[config.mk]
export PLATFORM = sky130hd
export DESIGN_NAME = ccp_block
export DESIGN_NICKNAME = d
export VERILOG_FILES = /design/src/include/ccp_pkg.sv /design/src/include/timebase_if.sv /design/src/hdl/ccp_block.sv /design/src/hdl/ccp_channel.sv /design/src/hdl/ccp_timebase.sv
export SDC_FILE = /design/constraint.sdc
export NUM_CORES = 1
export LEC_CHECK = 0
export CAP_MARGIN = 30
export CORE_ASPECT_RATIO = 1.1
export CORE_MARGIN = 10
export CORE_UTILIZATION = 42
export CTS_BUF_LIST = sky130_fd_sc_hd__clkbuf_8 sky130_fd_sc_hd__clkbuf_16
export CTS_CLUSTER_DIAMETER = 30
export DETAILED_ROUTE_END_ITERATION = 8
export DONT_BUFFER_PORTS = 1
export SLEW_MARGIN = 20
export SYNTH_ARGS = -nofsm -noshare
export SYNTH_HDL_FRONTEND = slang
export SYNTH_HIERARCHICAL = 1
export SYNTH_SLANG_ARGS = --single-unit
[constraint.sdc]
create_clock -name i_sys_clk -period 2.4 [get_ports i_sys_clk]
set_input_delay 0.12 -clock i_sys_clk [delete_from_list [all_inputs] [get_ports i_sys_clk]]
set_output_delay 0.12 -clock i_sys_clk [all_outputs]
set_load 0.005 [all_outputs]
[src/include/ccp_pkg.sv]
/*
 * Shared constants for the five-channel capture and PWM block: register
 * indices, field positions, reset values, mode encodings and timing counts.
 * Assumes a 32-bit APB slave where the byte address is four times the index.
 */
// How it works
// - Capture copies 16-bit timer count into value.
// - Event: fall, rise, 4th, 16th rise, both.
// - Capture sets sticky flag; only software clears.
// - New capture overwrites unread value, no overrun.
// - Value bytes are read separately, never latched.
// - Time base is a 16-bit timer only.
// - PWM output optionally open-drain instead of push-pull.
// - Timer mode 00110 holds counter while input low.
// - Timer mode 00111 holds counter while input high.
// - Timer off ignores external reset input entirely.
// - PWM high at start, low at duty match.
// - Timer resets on period match or two clocks asserted.
// - Restart next clock after match, two after release.
// - Output stays high through reset until duty match.
package ccp_pkg;
    localparam int N_CH = 5;
    localparam int ADDR_W = 12;
    localparam int IDX_W = 10;
    // Printed register indices per channel, channel 1 in the lowest slot.
    localparam logic [N_CH-1:0][IDX_W-1:0] IDX_VALUE = {10'h31c, 10'h318, 10'h314, 10'h310, 10'h30c};
    localparam logic [N_CH-1:0][IDX_W-1:0] IDX_CONTROL = {10'h31e, 10'h31a, 10'h316, 10'h312, 10'h30e};
    localparam logic [N_CH-1:0][IDX_W-1:0] IDX_SOURCE = {10'h31f, 10'h31b, 10'h317, 10'h313, 10'h30f};
    localparam logic [IDX_W-1:0] IDX_HIGH_STEP = 10'h001;
    localparam logic [IDX_W-1:0] IDX_TMR_CTL = 10'h320;
    localparam logic [IDX_W-1:0] IDX_TMR_PERIOD = 10'h321;
    localparam logic [IDX_W-1:0] IDX_FLAGS = 10'h322;
    localparam logic [IDX_W-1:0] IDX_TMR_COUNT = 10'h323;
    // Channel control fields.
    localparam int CTL_EN_BIT = 7;
    localparam int CTL_OD_BIT = 6;
    localparam int CTL_OUT_BIT = 5;
    localparam int CTL_FMT_BIT = 4;
    localparam logic [7:0] CTL_WR_MASK = 8'hdf;
    // Timer control fields, period reset value, hold delay and capture prescaler counts.
    localparam int TMR_ON_BIT = 7;
    localparam logic [4:0] TMR_HOLD_LOW = 5'h06;
    localparam logic [4:0] TMR_HOLD_HIGH = 5'h07;
    localparam logic [15:0] PERIOD_RESET = 16'hffff;
    localparam logic [1:0] ERS_DELAY_CLKS = 2'h2;
    localparam logic [3:0] PRESC_4TH = 4'h3;
    localparam logic [3:0] PRESC_16TH = 4'hf;
    typedef enum logic [3:0] {
        MODE_OFF = 4'b0000,
        MODE_CAP_FALL = 4'b0001,
        MODE_CAP_RISE = 4'b0010,
        MODE_CAP_RISE4 = 4'b0011,
        MODE_CAP_RISE16 = 4'b0100,
        MODE_CAP_BOTH = 4'b0101,
        MODE_PWM = 4'b0110
    } ccp_mode_t;
    typedef enum logic [1:0] {
        TB_RUN = 2'b00,
        TB_ARMING = 2'b01,
        TB_HELD = 2'b10,
        TB_RELEASING = 2'b11
    } tb_state_t;
endpackage

[src/include/timebase_if.sv]
/*
 * Carries the shared timer count and its start marks to every channel.
 * Assumes one driver, the time base, on the same clock as the channels.
 */
`timescale 1ns/1ps
`default_nettype none
interface timebase_if;
    logic [15:0] count;
    logic restart;
    logic running;
    modport src (output count, output restart, output running);
    modport snk (input count, input restart, input running);
endinterface
`default_nettype wire

[src/hdl/ccp_block.sv]
/*
 * Top of the five-channel capture/PWM block: APB register file, pin
 * synchronisers, the shared 16-bit time base and the five channels.
 * Assumes an APB master on i_sys_clk; pins and the external reset input are
 * asynchronous and are synchronised here before any logic reads them.
 */
`timescale 1ns/1ps
`default_nettype none
module ccp_block
    import ccp_pkg::*;
(
    input wire logic i_sys_clk,
    input wire logic i_rst_n,
    input wire logic [ADDR_W-1:0] i_paddr,
    input wire logic i_psel,
    input wire logic i_penable,
    input wire logic i_pwrite,
    input wire logic [31:0] i_pwdata,
    output logic [31:0] o_prdata,
    output logic o_pready,
    output logic o_pslverr,
    input wire logic [N_CH-1:0] i_pin_in,
    output logic [N_CH-1:0] o_pin_out,
    output logic [N_CH-1:0] o_pin_oe_n,
    input wire logic i_ext_reset
);
    typedef struct packed {
        logic ers_s1;
        logic ers_s2;
        logic [N_CH-1:0] pin_s1;
        logic [N_CH-1:0] pin_s2;
        logic [N_CH-1:0][15:0] value;
        logic [N_CH-1:0][7:0] ctl;
        logic [N_CH-1:0][2:0] src;
        logic tmr_on;
        logic [4:0] tmr_mode;
        logic [15:0] period;
        logic [N_CH-1:0] flags;
        logic [31:0] prdata;
        logic pready;
        logic pslverr;
    } top_reg_t;

    top_reg_t st_ff;
    top_reg_t nxt_st;
    timebase_if tb ();
    logic [N_CH-1:0] cap_pulse;
    logic [N_CH-1:0] ch_level;
    logic [N_CH-1:0] sel_src;
    logic [IDX_W-1:0] idx;
    logic setup_ph;
    logic wr_take;

    // The two low address bits must be zero; the index is the word number.
    assign idx = i_paddr[ADDR_W-1:2];
    assign setup_ph = i_psel & ~i_penable;
    // A write lands only on the edge where the master sees pready high.
    assign wr_take = i_psel & i_penable & st_ff.pready & i_pwrite & ~st_ff.pslverr;

    // Shared time base; the external reset input reaches it only after two flops.
    ccp_timebase u_timebase (
        .i_sys_clk(i_sys_clk),
        .i_rst_n(i_rst_n),
        .i_on(st_ff.tmr_on),
        .i_mode(st_ff.tmr_mode),
        .i_period(st_ff.period),
        .i_ers(st_ff.ers_s2),
        .tb(tb.src)
    );

    // One channel per slot; each picks its capture source among the synced pins.
    generate
        for (genvar k = 0; k < N_CH; k++) begin : g_ch
            assign sel_src[k] = (int'(st_ff.src[k]) < N_CH) ? st_ff.pin_s2[st_ff.src[k]] : 1'b0;
            ccp_channel u_channel (
                .i_sys_clk(i_sys_clk),
                .i_rst_n(i_rst_n),
                .tb(tb.snk),
                .i_en(st_ff.ctl[k][CTL_EN_BIT]),
                .i_mode(st_ff.ctl[k][3:0]),
                .i_od(st_ff.ctl[k][CTL_OD_BIT]),
                .i_src(sel_src[k]),
                .i_duty(st_ff.value[k]),
                .o_capture(cap_pulse[k]),
                .o_level(ch_level[k]),
                .o_pin_out(o_pin_out[k]),
                .o_pin_oe_n(o_pin_oe_n[k])
            );
        end
    endgenerate

    // Register file, synchronisers and capture updates in one next-state process.
    always_comb begin
        nxt_st = st_ff;
        // Pins and the external reset pass two flops before anything reads them.
        nxt_st.ers_s1 = i_ext_reset;
        nxt_st.ers_s2 = st_ff.ers_s1;
        nxt_st.pin_s1 = i_pin_in;
        nxt_st.pin_s2 = st_ff.pin_s1;

        // Read data and the answer are prepared in the setup cycle, so every
        // access completes with zero wait states.
        nxt_st.pready = setup_ph;
        nxt_st.pslverr = 1'b0;
        nxt_st.prdata = 32'h0000_0000;
        if (setup_ph) begin
            if (i_paddr[1:0] != 2'h0) begin
                nxt_st.pslverr = 1'b1;
            end else if (idx == IDX_TMR_CTL) begin
                nxt_st.prdata[TMR_ON_BIT] = st_ff.tmr_on;
                nxt_st.prdata[4:0] = st_ff.tmr_mode;
            end else if (idx == IDX_TMR_PERIOD) begin
                nxt_st.prdata[15:0] = st_ff.period;
            end else if (idx == IDX_FLAGS) begin
                nxt_st.prdata[N_CH-1:0] = st_ff.flags;
            end else if (idx == IDX_TMR_COUNT) begin
                nxt_st.prdata[15:0] = tb.count;
            end else begin
                nxt_st.pslverr = 1'b1;
                for (int k = 0; k < N_CH; k++) begin
                    // Each byte is read on its own; no shadow copy ties the pair.
                    if (idx == IDX_VALUE[k]) begin
                        nxt_st.prdata[7:0] = st_ff.value[k][7:0];
                        nxt_st.pslverr = 1'b0;
                    end else if (idx == IDX_VALUE[k] + IDX_HIGH_STEP) begin
                        nxt_st.prdata[7:0] = st_ff.value[k][15:8];
                        nxt_st.pslverr = 1'b0;
                    end else if (idx == IDX_CONTROL[k]) begin
                        nxt_st.prdata[7:0] = st_ff.ctl[k];
                        nxt_st.prdata[CTL_OUT_BIT] = ch_level[k];
                        nxt_st.pslverr = 1'b0;
                    end else if (idx == IDX_SOURCE[k]) begin
                        nxt_st.prdata[2:0] = st_ff.src[k];
                        nxt_st.pslverr = 1'b0;
                    end
                end
            end
        end

        // Register writes.
        if (wr_take) begin
            if (idx == IDX_TMR_CTL) begin
                nxt_st.tmr_on = i_pwdata[TMR_ON_BIT];
                nxt_st.tmr_mode = i_pwdata[4:0];
            end else if (idx == IDX_TMR_PERIOD) begin
                nxt_st.period = i_pwdata[15:0];
            end else if (idx == IDX_FLAGS) begin
                // Writing a one clears that flag; zeros leave flags alone.
                nxt_st.flags = st_ff.flags & ~i_pwdata[N_CH-1:0];
            end else begin
                for (int k = 0; k < N_CH; k++) begin
                    if (idx == IDX_VALUE[k]) begin
                        nxt_st.value[k][7:0] = i_pwdata[7:0];
                    end else if (idx == IDX_VALUE[k] + IDX_HIGH_STEP) begin
                        nxt_st.value[k][15:8] = i_pwdata[7:0];
                    end else if (idx == IDX_CONTROL[k]) begin
                        // The output level bit is read-only and never stored.
                        nxt_st.ctl[k] = i_pwdata[7:0] & CTL_WR_MASK;
                    end else if (idx == IDX_SOURCE[k]) begin
                        nxt_st.src[k] = i_pwdata[2:0];
                    end
                end
            end
        end

        // Captures come last so that they beat a software write in the same
        // cycle: the new count always lands and the flag is never lost.
        for (int k = 0; k < N_CH; k++) begin
            if (cap_pulse[k]) begin
                nxt_st.value[k] = tb.count;
                nxt_st.flags[k] = 1'b1;
            end
        end
    end

    // Synchronous reset; the period comes up at its full range.
    always_ff @(posedge i_sys_clk) begin
        if (!i_rst_n) begin
            st_ff <= '0;
            st_ff.period <= PERIOD_RESET;
        end else begin
            st_ff <= nxt_st;
        end
    end

    // Bus answers come straight from their flops.
    assign o_prdata = st_ff.prdata;
    assign o_pready = st_ff.pready;
    assign o_pslverr = st_ff.pslverr;
endmodule
`default_nettype wire

[src/hdl/ccp_channel.sv]
/*
 * One capture/PWM channel: edge qualifier with prescaler and PWM output stage.
 * Assumes a synchronised capture source and the shared time base.
 */
`timescale 1ns/1ps
`default_nettype none
module ccp_channel
    import ccp_pkg::*;
(
    input wire logic i_sys_clk,
    input wire logic i_rst_n,
    timebase_if.snk tb,
    input wire logic i_en,
    input wire logic [3:0] i_mode,
    input wire logic i_od,
    input wire logic i_src,
    input wire logic [15:0] i_duty,
    output logic o_capture,
    output logic o_level,
    output logic o_pin_out,
    output logic o_pin_oe_n
);
    typedef struct packed {
        logic src_q;
        logic [3:0] presc;
        logic capture;
        logic level;
        logic pin_out;
        logic pin_oe_n;
    } ch_reg_t;
    ch_reg_t st_ff;
    ch_reg_t nxt_st;
    logic rise;
    logic fall;

    assign rise = i_src & ~st_ff.src_q;
    assign fall = ~i_src & st_ff.src_q;

    // Event qualifier and PWM level; the prescaler restarts in every mode but the two prescaled rise modes.
    always_comb begin
        nxt_st = st_ff;
        nxt_st.src_q = i_src;
        nxt_st.capture = 1'b0;
        nxt_st.level = 1'b0;
        nxt_st.presc = 4'h0;
        if (i_en) begin
            case (ccp_mode_t'(i_mode))
                MODE_CAP_FALL: nxt_st.capture = fall;
                MODE_CAP_RISE: nxt_st.capture = rise;
                MODE_CAP_RISE4: begin
                    nxt_st.presc = st_ff.presc + {3'h0, rise};
                    nxt_st.capture = rise & (st_ff.presc[1:0] == PRESC_4TH[1:0]);
                end
                MODE_CAP_RISE16: begin
                    nxt_st.presc = st_ff.presc + {3'h0, rise};
                    nxt_st.capture = rise & (st_ff.presc == PRESC_16TH);
                end
                MODE_CAP_BOTH: nxt_st.capture = rise | fall;
                MODE_PWM: begin
                    // A held timer never matches, so the level rides through the hold.
                    nxt_st.level = st_ff.level;
                    if (tb.restart) begin
                        nxt_st.level = 1'b1;
                    end else if (tb.running && (tb.count == i_duty)) begin
                        nxt_st.level = 1'b0;
                    end
                end
                default: nxt_st.capture = 1'b0;
            endcase
        end
        // Open-drain only ever pulls low and releases for a high level.
        nxt_st.pin_out = 1'b0;
        nxt_st.pin_oe_n = 1'b1;
        if (i_en && (ccp_mode_t'(i_mode) == MODE_PWM)) begin
            nxt_st.pin_out = i_od ? 1'b0 : nxt_st.level;
            nxt_st.pin_oe_n = i_od ? nxt_st.level : 1'b0;
        end
    end

    always_ff @(posedge i_sys_clk) begin
        if (!i_rst_n) begin
            st_ff <= '0;
            st_ff.pin_oe_n <= 1'b1;
        end else begin
            st_ff <= nxt_st;
        end
    end

    assign o_capture = st_ff.capture;
    assign o_level = st_ff.level;
    assign o_pin_out = st_ff.pin_out;
    assign o_pin_oe_n = st_ff.pin_oe_n;
endmodule
`default_nettype wire

[src/hdl/ccp_timebase.sv]
/*
 * 16-bit time base with period reset and level-triggered hardware limit.
 * Assumes the external reset input arrives already synchronised.
 */
`timescale 1ns/1ps
`default_nettype none
module ccp_timebase
    import ccp_pkg::*;
(
    input wire logic i_sys_clk,
    input wire logic i_rst_n,
    input wire logic i_on,
    input wire logic [4:0] i_mode,
    input wire logic [15:0] i_period,
    input wire logic i_ers,
    timebase_if.src tb
);
    typedef struct packed {
        tb_state_t state;
        logic [1:0] dly;
        logic [15:0] count;
        logic restart;
        logic on_q;
    } tb_reg_t;
    tb_reg_t st_ff;
    tb_reg_t nxt_st;
    logic hold_req;

    // Hold request honours the external input only while the timer is on.
    assign hold_req = i_on & (((i_mode == TMR_HOLD_LOW) & ~i_ers)
                              | ((i_mode == TMR_HOLD_HIGH) & i_ers));

    // The count is 16 bits wide; no 8-bit base is offered.
    always_comb begin
        nxt_st = st_ff;
        nxt_st.restart = 1'b0;
        nxt_st.on_q = i_on;
        if (!i_on) begin
            nxt_st.state = TB_RUN;
            nxt_st.dly = 2'h0;
        end else begin
            if (!st_ff.on_q) begin
                nxt_st.restart = 1'b1;
            end
            case (st_ff.state)
                TB_RUN, TB_ARMING: begin
                    if (st_ff.count == i_period) begin
                        nxt_st.count = 16'h0000;
                        nxt_st.restart = 1'b1;
                    end else begin
                        nxt_st.count = st_ff.count + 16'h0001;
                    end
                    if (!hold_req) begin
                        nxt_st.state = TB_RUN;
                    end else if (st_ff.state == TB_RUN) begin
                        nxt_st.state = TB_ARMING;
                        nxt_st.dly = 2'h1;
                    end else if (st_ff.dly == ERS_DELAY_CLKS - 2'h1) begin
                        nxt_st.state = TB_HELD;
                        nxt_st.count = 16'h0000;
                        nxt_st.restart = 1'b0;
                    end
                end
                TB_HELD: begin
                    if (!hold_req) begin
                        nxt_st.state = TB_RELEASING;
                        nxt_st.dly = 2'h1;
                    end
                end
                default: begin
                    if (hold_req) begin
                        nxt_st.state = TB_HELD;
                    end else if (st_ff.dly == ERS_DELAY_CLKS - 2'h1) begin
                        nxt_st.state = TB_RUN;
                        nxt_st.restart = 1'b1;
                    end
                end
            endcase
        end
    end

    always_ff @(posedge i_sys_clk) begin
        if (!i_rst_n) begin
            st_ff <= '0;
        end else begin
            st_ff <= nxt_st;
        end
    end

    assign tb.count = st_ff.count;
    assign tb.restart = st_ff.restart;
    assign tb.running = st_ff.on_q & ((st_ff.state == TB_RUN) | (st_ff.state == TB_ARMING));
endmodule
`default_nettype wire

==> implementation parameters <==
Parameter                              Value

Run status
  Status ... finished, violations left
  Violated checks ... hold timing

Critical path
  Register-to-register path setup slack ... roughly 0.21 ns
  Cell with the largest stage delay on the worst path ... dlygate4sd3_1
  Largest driver fanout on the critical path ... between 80 and 90
  Critical Path, Cell by Cell ... dlygate4sd3_1 -> nor2_4 -> nand2_1 -> nor4_4 -> buf_4 -> mux2i_1 -> a21oi_1
  Worst reg2reg path endpoint ... st_ff[132]$_SDFFE_PN0P_
  Number of cells on the worst reg-to-reg path ... 8
  Number of logic stages on the critical path including buffering ... 7
  Worst Path Buf+Inv ... 2
  Kind of cell with the highest combined delay on the critical path ... simple AND/OR/NAND/NOR gates
  Critical path endpoint category ... register
  Critical Path RT ... between 2 and 3 ns
  Reg-to-Reg Start ... o_pready$_SDFF_PN0_
  Data arrival time of the worst path ... between 2 and 3 ns
  Maximum single-stage delay on the critical path ... 0.83 ns
  Classification of the worst setup path ... in -> reg
  Startpoint types ... input port

Power
  Max VDD drop ... about 0.65 mV
  Switching share of power ... about 21%
  Sw power ... 2.768 mW
  Cell-internal power ... between 10 and 15 mW
  Leakage power ... 6.294 nW
  Relative contribution of the clock network to total power ... between 60% and 70%
  Sequential share of power ... 32.9%
  Power per cell area ... 742.1 nW/µm²
  Comb pwr share ... approximately 3.8%

Timing
  Post-layout worst setup margin ... 0.1692 ns
  Setup Viol. Count Final ... 0
  Worst clock skew ... around 0.015 ns
  RSZ-0062 raised after global routing ... false
  Final worst path period share ... slightly above 90%
  Slew at the pin closest to its max-slew limit ... ~0.9 ns
  Total count of max-transition violations in the final report ... 0
  Maximum clock frequency ... around 450 MHz
  Setup TNS ... 0 ns
  Worst slew slack as a fraction of its limit ... around two fifths
  Smallest hold slack ... -0.02129 ns
  Min Tclk post-route ... ~2.2 ns
  Hold violation total from the final report ... 1

Floorplanning
  Die boundary height ... between 200 and 250 µm
  Number of ports placed on the die boundary ... 99
  Starting density of the core ... about 42%
  Area of the placeable core ... about 34000 µm²
  Die outline area ... between 40000 and 50000 µm²
  Die W ... 197.1 µm
  # rows ... about 70

GRT
  First-pass GRT wire length ... about 73 mm
  Initial antenna violation count ... 1
  Global routing usage summed across all routing layers ... between 20% and 30%
  Remaining global-route overflow ... 0
  Number of global-route vias before repair ... roughly 12000
  Pin count of the biggest net entering global routing ... 177

Placement
  Standard cell area after detailed placement ... approximately 15000 µm²
  Worst slack, placed ... approximately 0.21 ns
  I/O Buffers ... 0
  Placer congestion estimate ... between 0.9 and 1
  Placed wire-length estimate ... between 30 and 40 mm

Synthesis
  Mapped cell area ... 14500 µm²
  Most repeated cell in the gate-level netlist after synthesis ... dfxtp_1
  Synth warnings ... 6
  Most frequent cells after synthesis ... 253 x dfxtp_1, 164 x nand2_1, 140 x mux2i_1, 137 x o21ai_0, 109 x a21oi_1
  Mean instance size in the synthesized netlist ... around 8.7 µm²
  Number of distinct library cells after synthesis ... 77
  Fraction of synthesized cell area taken by the top area cell type ... 34.94%
  Cells after Synth ... roughly 1700
  Post-synth ARST share ... 0%
  #FFs+latches synth ... around 250
  Top cells by area in the synthesized netlist ... dfxtp_1 35%, mux2i_1 9.7%, xnor2_1 5.4%
  Number of flops mapped to enable cells by yosys ... 0
  Sequential share of the synthesized area ... 34.94%
  Top cell type by total area after synthesis ... dfxtp_1
  Most used flip-flop cell after synthesis ... dfxtp_1

Cells and area
  Final Cell Area ... between 15000 and 20000 µm²
  Post-synthesis to final-layout area growth ... 19.77%
  Share of layout cells above drive strength 1 ... ~15%
  Final core utilization ... roughly half
  FILL cells ... approximately 3200
  Number of nets in the finished design ... 1772

CTS
  Clk pin slew, worst setup/hold paths ... 0.04 ns
  Clock sink total ... 253
  Clk Latency, worst-skew pair ... 0.57 ns
  CTS buffer count ... 60
  CTS tree ... yes
  Number of buffers between clock root and the deepest sink ... 3
  H-Tree Depth ... 2
  CTS Root Buffer Type ... clkbuf_16

Detailed routing
  Per-cell routed wire length ... roughly 22 µm
  Post-detailed-route DRC marker count ... 0
  Post-route ant nets ... 0
  Drt initial violations ... around 1400
  Initial DRT Pass Iterations ... 6
  Post-Route WL ... 47.99 mm
  Mean number of vias per cell ... around 5.8
  Vias ... around 13000

Hold path
  Hold EP ... st_ff[53]$_SDFFE_PN1P_
  Class of the tightest hold or removal check ... in -> reg
  Min-delay src ... i_rst_n
  Hold path cells ... 2

Run
  MaxCap Viol Count ... 0
==> logic make-up (layout without fill, tap and decap cells) <==
kind of cell | count (synthesis) | in the layout | synth area share (%)
and+or+nand+nor | 560 | 560 | 21.70
AOI/OAI and AO/OA | 369 | 369 | 15.26
DFF | 253 | 253 | 34.94
buffers and inverters | 177 | 237 | 6.327
muxes | 165 | 165 | 12.62
xor gates and xnor gates | 121 | 121 | 7.311
adders and majority gates | 21 | 21 | 1.813
other | 1 | 17 | 0.02587
==> cells in the final DEF (no fill, tap or decap), drive strengths merged, types with 12 or more instances in the layout <==
| cell | count |
|---|---|
| mux4 | 13 |
| nor3 | 39 |
| nand2 | 168 |
| mux2i | 140 |
| xor2 | 31 |
| a21oi | 110 |
| nand4 | 25 |
| clkinv | 16 |
| conb | 16 |
| dfxtp | 253 |
| and2 | 52 |
| nor2b | 46 |
| nor4 | 17 |
| buf | 63 |
| nor2 | 77 |
| o21ai | 143 |
| dlygate4sd3 | 39 |
| xnor2 | 90 |
| mux2 | 12 |
| nand2b | 14 |
| inv | 32 |
| nand3 | 57 |
| and3 | 13 |
| a21boi | 31 |
| a211oi | 16 |
| clkbuf | 74 |
| ha | 21 |
==> per-stage QoR <==
step                      power, mW  std cells
after floorplan               4.661       1682
after global placement        4.595       2023
after detailed placement      4.596       2023
after CTS                     12.96       2174
after global routing          13.23       2180
final                         12.88       2181
==> power groups by stage <==
stage          registers [mW]  logic, mW  clock network (mW)
6_report                 4.24      0.485                8.16
2_1_floorplan            4.31      0.347                   0
3_5_place_dp             4.32      0.277                   0
4_1_cts                  4.24      0.465                8.26
5_1_grt                  4.24      0.516                8.48
3_3_place_gp             4.32      0.276                   0
==> area by class of cell <==
class / instances / area [µm²] / area share [%]
Clock inverter: 34 / 365.4 / 2.105
Timing Repair Buffer: 102 / 1001 / 5.766
Sequential cell: 253 / 5065 / 29.17
Multi-Input combinational cell: 1252 / 8572 / 49.38
Tap cell: 438 / 548.0 / 3.157
Clock buffer: 74 / 1705 / 9.823
Antenna cell: 1 / 2.502 / 0.01441
Inverter: 27 / 101.3 / 0.5838
==> worst max path at each step <==
stage                            from                                     to  slack [ns]
6_report                   i_paddr[2]                st_ff[132]$_SDFFE_PN0P_        0.17
5_1_grt           o_pready$_SDFF_PN0_                 st_ff[39]$_SDFFE_PN1P_        0.01
4_1_cts           o_pready$_SDFF_PN0_                 st_ff[39]$_SDFFE_PN1P_        0.08
3_5_place_dp      o_pready$_SDFF_PN0_                st_ff[143]$_SDFFE_PN0P_        0.21
3_3_place_gp   st_ff[61]$_SDFFE_PN0P_  g_ch[0].u_channel/st_ff[5]$_SDFF_PN0_        0.24
2_1_floorplan  st_ff[73]$_SDFFE_PN0P_  g_ch[4].u_channel/st_ff[5]$_SDFF_PN0_        0.38
==> routing by layer <==
metal / global-route usage [%] / wire length [µm]
met1: 29.06 / 20420
met2: 34.68 / 21940
met3: 4.095 / 3759
met4: 9.056 / 1862
met5: 0 / 0
==> registers in the layout, indices dropped and copies added (netlist names), 4 cells and up <==
signal / flops
st_ff: 163
g_ch.u_channel/st_ff: 25
o_prdata: 16
u_timebase/tb.count: 16
nxt_st: 6
g_ch.u_channel/o_capture: 5
g_ch.u_channel/o_level: 5
g_ch.u_channel/o_pin_oe_n: 5
g_ch.u_channel/o_pin_out: 5
u_timebase/st_ff: 4
==> timing repair <==
| item | in CTS | in global routing |
|---|---|---|
| setup endpoints to repair | 0 | 17 |
| hold buffers | 43 | 1 |
| gates resized for setup | 0 | 2 |
| buffers inserted | 0 | 1 |
| hold endpoints to repair | 197 | 2 |
Power figures use the tool's default switching activity.
